`src/brt_consts.svh`:
```
// Register offsets, field positions, reset values and counts of the tester.
// Assumes a word-wide register port; offsets are byte addresses.
`ifndef BRT_CONSTS_SVH
`define BRT_CONSTS_SVH

// ----------------------------------------------------------------
// Register offsets
// ----------------------------------------------------------------
`define BRT_ADDR_W          8
`define BRT_OFS_ROUTE       8'h00
`define BRT_OFS_PCFG        8'h04
`define BRT_OFS_SEED_LO     8'h08
`define BRT_OFS_SEED_HI     8'h0C
`define BRT_OFS_CTRL        8'h10
`define BRT_OFS_STATUS      8'h14
`define BRT_OFS_BIT_CNT     8'h18
`define BRT_OFS_ERR_CNT     8'h1C

// ----------------------------------------------------------------
// Field positions
// ----------------------------------------------------------------
`define BRT_ROUTE_EN        0
`define BRT_PCFG_LEN_LSB    0
`define BRT_PCFG_PTS        5
`define BRT_PCFG_QRSS       6
`define BRT_PCFG_TAP_LSB    8
`define BRT_CTRL_TX_LOAD    0
`define BRT_CTRL_RX_LOAD    1
`define BRT_CTRL_LATCH      2
`define BRT_CTRL_TX_INV     3
`define BRT_CTRL_RX_INV     4
`define BRT_CTRL_ONE_ERR    5
`define BRT_CTRL_ERR_PIN    6
`define BRT_CTRL_NO_RESYNC  7
`define BRT_CTRL_RATE_LSB   8
`define BRT_STAT_BIT_ERR    0
`define BRT_STAT_OOS        1

// ----------------------------------------------------------------
// Reset values and counts
// ----------------------------------------------------------------
`define BRT_PCFG_RST        13'h0000
`define BRT_SEED_RST        16'hFFFF
`define BRT_CTRL_RST        11'h000
`define BRT_SYNC_BITS       6'h20
`define BRT_WIN_LAST        6'h3F
`define BRT_LOSS_ERRS       3'h6
`define BRT_QRSS_ZERO_BITS  14
`define BRT_RATE_1          24'h000009
`define BRT_RATE_2          24'h000063
`define BRT_RATE_3          24'h0003E7
`define BRT_RATE_4          24'h00270F
`define BRT_RATE_5          24'h01869F
`define BRT_RATE_6          24'h0F423F
`define BRT_RATE_7          24'h98967F

`endif

```
`src/brt_pkg.sv`:
```
// Types used by the tester; its bench does not import them.
// Assumes brt_consts.svh for every number.
package brt_pkg;

	// Receive synchronisation states
	typedef enum logic [1:0]
	{
		BRT_SEARCH,
		BRT_VERIFY,
		BRT_SYNC
	} brt_sync_e;

endpackage

```
`src/brt_tester.sv`:
```
// Bit error-rate tester: pattern generator, error insertion and checker.
// Assumes one 125 MHz clock, bit strobes from same-clock line logic and
// a simple strobed register port; the manual error pin is asynchronous.
//
// What this block does
// - Nothing generates or monitors until the enable bit is set.
// - New pattern and seed settings apply only on a rising load bit, per direction.
// - Bit-error flag reads one while the error counter is nonzero.
// - Latch update copies both running counters out, then clears them.
// - Generators are 32-bit shifters; feedback enters bit 1 and is output.
// - Feedback is bit n xor bit y, or bit n when repetitive.
// - QRSS feeds back bits 17 xor 20; output one after 14 zeros.
// - Pseudorandom feedback forced to one when bits 1 to 31 are zero.
// - Receiver loads 32 bits, then needs 32 matching bits for sync.
// - Six mismatches in a 64-bit window restart sync unless disabled.
// - Repetitive sync searches bit positions, then needs 32 matches.
// - Out-of-sync flag follows the sync state one clock late: set after leaving it, cleared after entering it.
// - Every bit compared in sync counts; a mismatch also counts an error.
// - Counters hold while out of sync.
// - Transmit generator is preset with the seed on a new load.
// - Rate insertion flips one bit in 10^n, n 1 to 7, or off.
// - Single errors come from a register write or the manual pin.
// - Optional inversion of the outgoing pattern stream.
// - Latched error count is 24 bits, latched bit count 32 bits.
//
// Our own choices: strobed register access and the register addresses.
`timescale 1ns/1ps
`include "brt_consts.svh"

module brt_tester
	import brt_pkg::*;
#(
	parameter int DATA_W = 32,
	parameter int BCNT_W = 32,
	parameter int ECNT_W = 24
)
(
	input  wire logic                   i_clk,
	input  wire logic                   i_rstn,
	input  wire logic [`BRT_ADDR_W-1:0] i_addr,
	input  wire logic [DATA_W-1:0]      i_wdata,
	input  wire logic                   i_wr,
	input  wire logic                   i_rd,
	output logic      [DATA_W-1:0]      o_rdata,
	input  wire logic                   i_tx_bit_en,
	output logic                        o_tx_data,
	output logic                        o_tx_valid,
	input  wire logic                   i_rx_bit_en,
	input  wire logic                   i_rx_data,
	input  wire logic                   i_manual_error_input,
	output logic                        o_out_of_sync_flag
);

	// ----------------------------------------------------------------
	// Pattern generator functions
	// ----------------------------------------------------------------
	// Feedback of a 32-bit generator; bit k of the text is g[k-1]
	function automatic logic brt_fb(input logic [31:0] g,
		input logic [4:0] len, input logic [4:0] tap,
		input logic pattern_type_select, input logic qrss);
		logic f;
		f = 1'b0;
		if (pattern_type_select)
			f = g[len];
		else if (qrss)
			f = g[16] ^ g[19];
		else
			f = g[len] ^ g[tap];
		if (!pattern_type_select && g[30:0] == 31'h00000000)
			f = 1'b1;
		return f;
	endfunction

	// Output bit: feedback, but QRSS forces one over a long zero run
	function automatic logic brt_out(input logic [31:0] g,
		input logic [4:0] len, input logic [4:0] tap,
		input logic pattern_type_select, input logic qrss);
		logic o;
		o = brt_fb(g, len, tap, pattern_type_select, qrss);
		if (!pattern_type_select && qrss && g[`BRT_QRSS_ZERO_BITS-1:0] == 14'h0000)
			o = 1'b1;
		return o;
	endfunction

	// Period minus one for rate-based insertion
	function automatic logic [23:0] brt_period(input logic [2:0] r);
		logic [23:0] p;
		p = `BRT_RATE_1;
		case (r)
			3'h2: p = `BRT_RATE_2;
			3'h3: p = `BRT_RATE_3;
			3'h4: p = `BRT_RATE_4;
			3'h5: p = `BRT_RATE_5;
			3'h6: p = `BRT_RATE_6;
			3'h7: p = `BRT_RATE_7;
			default: p = `BRT_RATE_1;
		endcase
		return p;
	endfunction

	// ----------------------------------------------------------------
	// Software registers
	// ----------------------------------------------------------------
	logic              enable;
	logic [12:0]       pcfg;
	logic [15:0]       seed_low_half;
	logic [15:0]       seed_high_half;
	logic [10:0]       ctrl;
	logic              one_err_req;
	logic              tx_load_pls;
	logic              rx_load_pls;
	logic              latch_pls;
	logic [BCNT_W-1:0] rx_bit_count_reg;
	logic [ECNT_W-1:0] rx_error_count_reg;

	// Decode of the strobed port
	wire wr_route = i_wr && i_addr == `BRT_OFS_ROUTE;
	wire wr_pcfg  = i_wr && i_addr == `BRT_OFS_PCFG;
	wire wr_slo   = i_wr && i_addr == `BRT_OFS_SEED_LO;
	wire wr_shi   = i_wr && i_addr == `BRT_OFS_SEED_HI;
	wire wr_ctrl  = i_wr && i_addr == `BRT_OFS_CTRL;
	wire [10:0] wctl = i_wdata[10:0];

	// Write side; load and latch bits act on a zero-to-one change only
	always_ff @(posedge i_clk or negedge i_rstn)
	begin
		if (!i_rstn)
		begin
			enable         <= 1'b0;
			pcfg           <= `BRT_PCFG_RST;
			seed_low_half  <= `BRT_SEED_RST;
			seed_high_half <= `BRT_SEED_RST;
			ctrl           <= `BRT_CTRL_RST;
			tx_load_pls    <= 1'b0;
			rx_load_pls    <= 1'b0;
			latch_pls      <= 1'b0;
			one_err_req    <= 1'b0;
		end
		else
		begin
			if (wr_route)
				enable <= i_wdata[`BRT_ROUTE_EN];
			if (wr_pcfg)
				pcfg <= i_wdata[12:0];
			if (wr_slo)
				seed_low_half <= i_wdata[15:0];
			if (wr_shi)
				seed_high_half <= i_wdata[15:0];
			if (wr_ctrl)
				ctrl <= wctl;
			tx_load_pls <= wr_ctrl && wctl[`BRT_CTRL_TX_LOAD]
				&& !ctrl[`BRT_CTRL_TX_LOAD];
			rx_load_pls <= wr_ctrl && wctl[`BRT_CTRL_RX_LOAD]
				&& !ctrl[`BRT_CTRL_RX_LOAD];
			latch_pls <= wr_ctrl && wctl[`BRT_CTRL_LATCH]
				&& !ctrl[`BRT_CTRL_LATCH];
			one_err_req <= wr_ctrl && wctl[`BRT_CTRL_ONE_ERR];
		end
	end

	// Working pattern settings, captured only at a load
	logic [12:0] tx_cfg;
	logic [12:0] rx_cfg;
	logic [31:0] rx_seed;
	wire  [31:0] seed = {seed_high_half, seed_low_half};

	// ----------------------------------------------------------------
	// Manual error pin
	// ----------------------------------------------------------------
	logic pin_s1;
	logic pin_s2;
	logic pin_s3;
	logic pin_lvl;
	// Change accepted only once the last two stages agree
	wire pin_rise = pin_s2 && pin_s3 && !pin_lvl;

	always_ff @(posedge i_clk or negedge i_rstn)
	begin
		if (!i_rstn)
		begin
			pin_s1  <= 1'b0;
			pin_s2  <= 1'b0;
			pin_s3  <= 1'b0;
			pin_lvl <= 1'b0;
		end
		else
		begin
			pin_s1 <= i_manual_error_input;
			pin_s2 <= pin_s1;
			pin_s3 <= pin_s2;
			if (pin_s2 == pin_s3)
				pin_lvl <= pin_s2;
		end
	end

	// ----------------------------------------------------------------
	// Transmit generator and error insertion
	// ----------------------------------------------------------------
	logic [31:0] tx_gen;
	logic [23:0] rate_cnt;
	logic        err_pend;
	wire  [2:0]  rate = ctrl[`BRT_CTRL_RATE_LSB+:3];
	wire         tx_step = enable && i_tx_bit_en;
	wire         tx_pat = brt_out(tx_gen, tx_cfg[4:0], tx_cfg[12:8],
		tx_cfg[`BRT_PCFG_PTS], tx_cfg[`BRT_PCFG_QRSS]);
	wire         tx_fb = brt_fb(tx_gen, tx_cfg[4:0], tx_cfg[12:8],
		tx_cfg[`BRT_PCFG_PTS], tx_cfg[`BRT_PCFG_QRSS]);
	wire         rate_hit = rate != 3'h0
		&& rate_cnt >= brt_period(rate);
	// Source select picks register write or pin edge
	wire         one_new = ctrl[`BRT_CTRL_ERR_PIN] ? pin_rise
		: one_err_req;
	wire         flip = rate_hit || err_pend || one_new;

	// One outgoing bit per strobe; a new request wins over consumption
	always_ff @(posedge i_clk or negedge i_rstn)
	begin
		if (!i_rstn)
		begin
			tx_gen     <= 32'hFFFFFFFF;
			tx_cfg     <= `BRT_PCFG_RST;
			rate_cnt   <= 24'h000000;
			err_pend   <= 1'b0;
			o_tx_data  <= 1'b0;
			o_tx_valid <= 1'b0;
		end
		else
		begin
			o_tx_valid <= tx_step;
			// A request met by a bit is spent on it; a pending one wins
			// that bit and the new request waits for the next
			err_pend <= tx_step ? (err_pend && one_new)
				: (err_pend || one_new);
			if (tx_load_pls)
			begin
				tx_gen   <= seed;
				tx_cfg   <= pcfg;
				rate_cnt <= 24'h000000;
			end
			else if (tx_step)
			begin
				tx_gen    <= {tx_gen[30:0], tx_fb};
				o_tx_data <= tx_pat ^ ctrl[`BRT_CTRL_TX_INV]
					^ flip;
				rate_cnt  <= rate_hit ? 24'h000000
					: rate_cnt + 24'h000001;
			end
		end
	end

	// ----------------------------------------------------------------
	// Receive synchronisation and checking
	// ----------------------------------------------------------------
	brt_sync_e   state;
	logic [31:0] rx_gen;
	logic [5:0]  run_cnt;
	logic [5:0]  win_cnt;
	logic [2:0]  win_errs;
	logic [BCNT_W-1:0] bit_cnt;
	logic [ECNT_W-1:0] err_cnt;

	wire rx_step = enable && i_rx_bit_en;
	wire rx_bit = i_rx_data ^ ctrl[`BRT_CTRL_RX_INV];
	wire rx_pts = rx_cfg[`BRT_PCFG_PTS];
	wire rx_exp = brt_out(rx_gen, rx_cfg[4:0], rx_cfg[12:8],
		rx_pts, rx_cfg[`BRT_PCFG_QRSS]);
	wire rx_fb = brt_fb(rx_gen, rx_cfg[4:0], rx_cfg[12:8],
		rx_pts, rx_cfg[`BRT_PCFG_QRSS]);
	wire miss = rx_bit != rx_exp;
	wire [31:0] rx_adv = {rx_gen[30:0], rx_fb};
	wire [5:0]  rep_need = {1'b0, rx_cfg[4:0]} + 6'h01;
	wire in_sync = state == BRT_SYNC;
	wire count_en = rx_step && in_sync;
	// Sixth error of the window drops sync unless restart is off
	wire lose = in_sync && rx_step && miss
		&& win_errs == `BRT_LOSS_ERRS - 3'h1
		&& !ctrl[`BRT_CTRL_NO_RESYNC];

	// Sync machine: disabled or reloaded means a fresh search
	always_ff @(posedge i_clk or negedge i_rstn)
	begin
		if (!i_rstn)
		begin
			state    <= BRT_SEARCH;
			rx_gen   <= 32'hFFFFFFFF;
			rx_cfg   <= `BRT_PCFG_RST;
			rx_seed  <= 32'hFFFFFFFF;
			run_cnt  <= 6'h00;
			win_cnt  <= 6'h00;
			win_errs <= 3'h0;
		end
		else if (rx_load_pls || !enable)
		begin
			if (rx_load_pls)
			begin
				rx_cfg  <= pcfg;
				rx_seed <= seed;
				rx_gen  <= seed;
			end
			else
				rx_gen <= rx_seed;
			state   <= BRT_SEARCH;
			run_cnt <= 6'h00;
		end
		else if (rx_step)
		begin
			unique case (state)
				BRT_SEARCH:
				begin
					if (!rx_pts)
					begin
						// Fill the generator from the line
						rx_gen  <= {rx_gen[30:0], rx_bit};
						run_cnt <= run_cnt + 6'h01;
						if (run_cnt == `BRT_SYNC_BITS - 6'h01)
						begin
							state   <= BRT_VERIFY;
							run_cnt <= 6'h00;
						end
					end
					else if (miss)
						// Hold the pattern: slips one position
						run_cnt <= 6'h00;
					else
					begin
						rx_gen  <= rx_adv;
						run_cnt <= run_cnt + 6'h01;
						if (run_cnt == rep_need - 6'h01)
						begin
							state   <= BRT_VERIFY;
							run_cnt <= 6'h00;
						end
					end
				end
				BRT_VERIFY:
				begin
					rx_gen  <= rx_adv;
					run_cnt <= run_cnt + 6'h01;
					if (miss)
					begin
						state   <= BRT_SEARCH;
						run_cnt <= 6'h00;
					end
					else if (run_cnt == `BRT_SYNC_BITS - 6'h01)
					begin
						state    <= BRT_SYNC;
						win_cnt  <= 6'h00;
						win_errs <= 3'h0;
					end
				end
				BRT_SYNC:
				begin
					rx_gen  <= rx_adv;
					win_cnt <= win_cnt + 6'h01;
					if (lose)
					begin
						state   <= BRT_SEARCH;
						run_cnt <= 6'h00;
					end
					if (win_cnt == `BRT_WIN_LAST)
						win_errs <= 3'h0;
					else if (miss && win_errs != `BRT_LOSS_ERRS)
						win_errs <= win_errs + 3'h1;
				end
				// Fourth code of the state word is never entered
				default:
					state <= BRT_SEARCH;
			endcase
		end
	end

	// Running counters; a bit arriving with the update is not lost
	always_ff @(posedge i_clk or negedge i_rstn)
	begin
		if (!i_rstn)
		begin
			bit_cnt            <= '0;
			err_cnt            <= '0;
			rx_bit_count_reg   <= '0;
			rx_error_count_reg <= '0;
			o_out_of_sync_flag <= 1'b1;
		end
		else
		begin
			o_out_of_sync_flag <= !in_sync;
			if (latch_pls)
			begin
				rx_bit_count_reg   <= bit_cnt;
				rx_error_count_reg <= err_cnt;
				bit_cnt <= BCNT_W'(count_en);
				err_cnt <= ECNT_W'(count_en && miss);
			end
			else if (count_en)
			begin
				bit_cnt <= bit_cnt + 1'b1;
				if (miss)
					err_cnt <= err_cnt + 1'b1;
			end
		end
	end

	// ----------------------------------------------------------------
	// Read side
	// ----------------------------------------------------------------
	logic [DATA_W-1:0] rd_mux;
	wire bit_error_flag = err_cnt != '0;

	// Unmapped offsets read as zero
	always_comb
	begin
		rd_mux = '0;
		case (i_addr)
			`BRT_OFS_ROUTE:   rd_mux[0] = enable;
			`BRT_OFS_PCFG:    rd_mux[12:0] = pcfg;
			`BRT_OFS_SEED_LO: rd_mux[15:0] = seed_low_half;
			`BRT_OFS_SEED_HI: rd_mux[15:0] = seed_high_half;
			`BRT_OFS_CTRL:    rd_mux[10:0] = ctrl;
			`BRT_OFS_STATUS:
			begin
				rd_mux[`BRT_STAT_BIT_ERR] = bit_error_flag;
				rd_mux[`BRT_STAT_OOS]     = !in_sync;
			end
			`BRT_OFS_BIT_CNT: rd_mux[BCNT_W-1:0] = rx_bit_count_reg;
			`BRT_OFS_ERR_CNT: rd_mux[ECNT_W-1:0] = rx_error_count_reg;
			default:          rd_mux = '0;
		endcase
	end

	// Read data stands only in the cycle after the strobe
	always_ff @(posedge i_clk or negedge i_rstn)
	begin
		if (!i_rstn)
			o_rdata <= '0;
		else
			o_rdata <= i_rd ? rd_mux : '0;
	end

endmodule

```
`config.mk`:
```
export PLATFORM = sky130hd
export DESIGN_NAME = brt_tester
export DESIGN_NICKNAME = d
export VERILOG_FILES = /design/src/brt_pkg.sv /design/src/brt_tester.sv
export VERILOG_INCLUDE_DIRS = /design/src /design/src/src
export SDC_FILE = /design/constraint.sdc
export NUM_CORES = 1
export LEC_CHECK = 0
export BUFFER_PORTS_ARGS = -buffer_cell sky130_fd_sc_hd__buf_4
export CORE_UTILIZATION = 30
export CTS_CLUSTER_DIAMETER = 150
export DETAILED_ROUTE_END_ITERATION = 8
export GPL_ROUTABILITY_DRIVEN = 1
export PLACE_DENSITY = 0.56
export SLEW_MARGIN = 0
export SYNTH_ARGS = -nofsm -noshare
export SYNTH_HDL_FRONTEND = slang
export SYNTH_SLANG_ARGS = --single-unit
```
`constraint.sdc`:
```
create_clock -name i_clk -period 10.1 [get_ports i_clk]
set_clock_uncertainty 0.05 [all_clocks]
set_input_delay 0.505 -clock i_clk [delete_from_list [all_inputs] [get_ports i_clk]]
set_output_delay 0.505 -clock i_clk [all_outputs]
set_load 0.01 [all_outputs]
```
==> results by group <==
Yosys
  • Area share of the leading cell type in the synthesized netlist: 32.5%
  • Post-synthesis cell area: 0.0189 mm^2
  • Syn Inst Count: 1690
  • Post-synthesis area per instance: 11.2 um^2
  • EDFF count, synth: 0
  • Synth Warn #: 0
  • Count leader, synth: dfrtp_1
  • Netlist cell types: 79
  • Top cells by count, synth: dfrtp_1 (245), mux2_2 (169), nand2_1 (143)
  • Syn_nets: 1772
  • Yosys reg bits: 374
  • Register area share after synthesis: 50.4%
  • Leading area contributor after synthesis: dfrtp_1
  • Post-synth top flop: dfrtp_1
  • Async S/R FF share, synth: 100%
  • Largest cells by area after synthesis: dfrtp_1 (32%), dfstp_2 (18%), mux2_2 (10%)

Power
  • Leak pwr: 0.00934 uW
  • Flop pwr share: 45.9%
  • P_sw: 807 uW
  • Total power: 3490 uW
  • PwrDens: 160 mW/mm^2
  • Gate power share: 5.7%
  • Cell-internal power: 2680 uW
  • Clock power frac: 48.4%
  • Sw Ratio: 23.1%
  • Maximum vdd drop: 0.106 mV

Floorplan
  • Core Region: 0.0619 mm^2
  • Die height: 253 um
  • Die X: 253 um
  • Die Area: 0.0639 mm^2
  • Row count: 91
  • Starting Density: 30.5%
  • Io pins: 83

Setup path
  • Critical Path RT: 10510 ps
  • CP peak stage delay: 920 ps
  • Crit path kind: flip-flop to flip-flop
  • Crit start category: flip-flop
  • Worst EP arrival: 4150 ps
  • Crit Path Max Fanout: 17
  • Slowest CP cell: dfrtp_1
  • Crit. End Element: flip-flop
  • Worst path cell trace: mux2i_1 > a22oi_1 > nand3_1 > nand2_2 > or3_1 > o221a_4 > a31oi_4 > a21oi_1 > nand2b_1 > o311ai_1

Routing
  • Number of vias per cell: 5.11
  • DRT iter0 DRCs: 917
  • Residual DRC count: 0
  • ANT nets after route: 0
  • Wire per inst: 19.1 um
  • First drt pass iteration count: 5
  • Final WL: 49600 um
  • Routed vias: 13300

Clock network
  • CTS tree: yes
  • # resized after CTS: 0
  • Total CTS buffers: 43
  • Clk_lat worst skew: 580 ps
  • Post-CTS Setup Bufs: 0
  • Clock Tree Buf Depth: 3
  • H-tree depth: 2
  • Worst-path clk slew: 60 ps
  • CTS Sinks: 374
  • Root Driver: clkbuf_16

Place
  • Post-DP HPWL: 34400 um
  • RD Place Congestion: 0.885
  • Port Buffers: 66

Finish
  • Area grow syn2layout: 15.3%
  • Filler cells: 6127
  • NumNets Final: 1810
  • Layout cells sized above 1: 29.0%

Status
  • Status: completed

Timing
  • Max-slew violations: 0
  • Slew of the pin with the lowest slew margin: 1160 ps
  • Setup TNS: 0 ps
  • Tcrit/Tclk final: 37.0%
  • Final Hold Vio Count: 0
  • Final setup viols: 0
  • Slew HR: 22.3%
  • Period minus WS final: 3740 ps
  • Fmax: 267 MHz
  • RSZ-0062 raised after global routing: false

Run
  • Number of max-cap violations: 0

GRT
  • Vias in the first global route: 13300
  • First-pass GRT wire length: 78500 um
  • GRT overflow: 0
  • GRT Resource Usage Total: 15.7%
  • Maximum number of pins on one net before global-route repair: 104
  • Initial antenna violation count: 4

Min path
  • Hold Crit Class: input pin to flip-flop
[logic make-up after synthesis]
kind of cell	count (synthesis)	synth area share (%)
adder cells (fa/ha/maj)	35	2.31
XOR/XNOR	55	2.55
multiplexers	313	19.5
buffers and inverters	117	2.56
flip-flops	374	50.4
AO/OA/AOI/OAI	288	9.19
AND/OR/NAND/NOR	508	13.5
[critical path, delay by kind of cell (launching register included)]
| kind | cells | cell delay (ps) |
|---|---|---|
| compound gates | 5 | 1420 |
| flops | 1 | 920 |
| mux | 1 | 300 |
| simple gates | 4 | 910 |
[path summary, 6_finish.rpt]
path | slack (ps) | endpoint | cells after the start | from
min | 130 | seed_low_half[13] | 2 | i_wdata[13]
max | 6360 | run_cnt[2] | 10 | rx_cfg[9]
max reg2reg | 6360 | run_cnt[2] | 10 | rx_cfg[9]
min reg2reg | 320 | pin_s2 | 0 | pin_s1
max in group asynchronous | 7040 | latch_pls | 4 | i_rstn
min in group asynchronous | 520 | rx_cfg[12] | 2 | i_rstn
[placed cells by master (no fill, tap or decap), types with 27 or more instances in the layout]
cell and n:
a21oi_1 51, buf_4 78, clkbuf_16 44, dfrtp_1 242
dfstp_2 129, ha_1 34, inv_1 27, mux2_2 169
mux2i_1 116, nand2_1 143, nand3_1 44, nor2_1 119
nor4_1 27, o21ai_0 134, xor2_1 38
[power groups by stage]
stage | logic [uW] | clock network, uW | registers (uW)
3_3_place_gp | 196 | 0 | 1620
3_5_place_dp | 200 | 0 | 1630
5_1_grt | 221 | 1800 | 1610
2_1_floorplan | 121 | 0 | 1600
4_1_cts | 201 | 1740 | 1600
6_report | 198 | 1690 | 1600
[layout make-up]
cell class | count | area [um^2] | area share [%]
tap | 837 | 1050 | 4.81
clock inverter | 13 | 211 | 0.972
inverter | 29 | 109 | 0.500
sequential | 374 | 9530 | 43.8
multi-input combinational | 1199 | 8890 | 40.9
antenna | 1 | 2.50 | 0.0115
clock buffer | 67 | 1350 | 6.19
timing repair buffer | 81 | 621 | 2.85
[what timing repair did]
item	4_1_cts	5_1_grt
hold buffers	2	0
setup endpoints to repair	0	0
endpoints found under the hold margin	41	0
[metrics by stage]
| step | setup slack, ps | instances | util, % | instance area [um^2] | hold WS [ps] |
|---|---|---|---|---|---|
| after floorplan | 6800 | 1690 | - | 18900 | 159 |
| after global placement | 6080 | 2518 | 32.6 | 20200 | 328 |
| after detailed placement | 6070 | 2518 | 32.6 | 20200 | 319 |
| after CTS | 6290 | 2600 | 35.1 | 21800 | 95.0 |
| after global routing | 6010 | 2600 | 35.1 | 21800 | 111 |
| final | 6360 | 2601 | 35.1 | 21800 | 132 |
[routing by layer]
metal / wire length, um / vias to the layer above / global-route usage [%]
met2: 22200 / 289 / 24.2
met1: 22900 / 6734 / 21.6
li1: - / 6169 / -
met3: 2940 / 81 / 3.76
met5: 36 / - / 0
met4: 1480 / 6 / 5.30
Power figures use the tool's default switching activity.
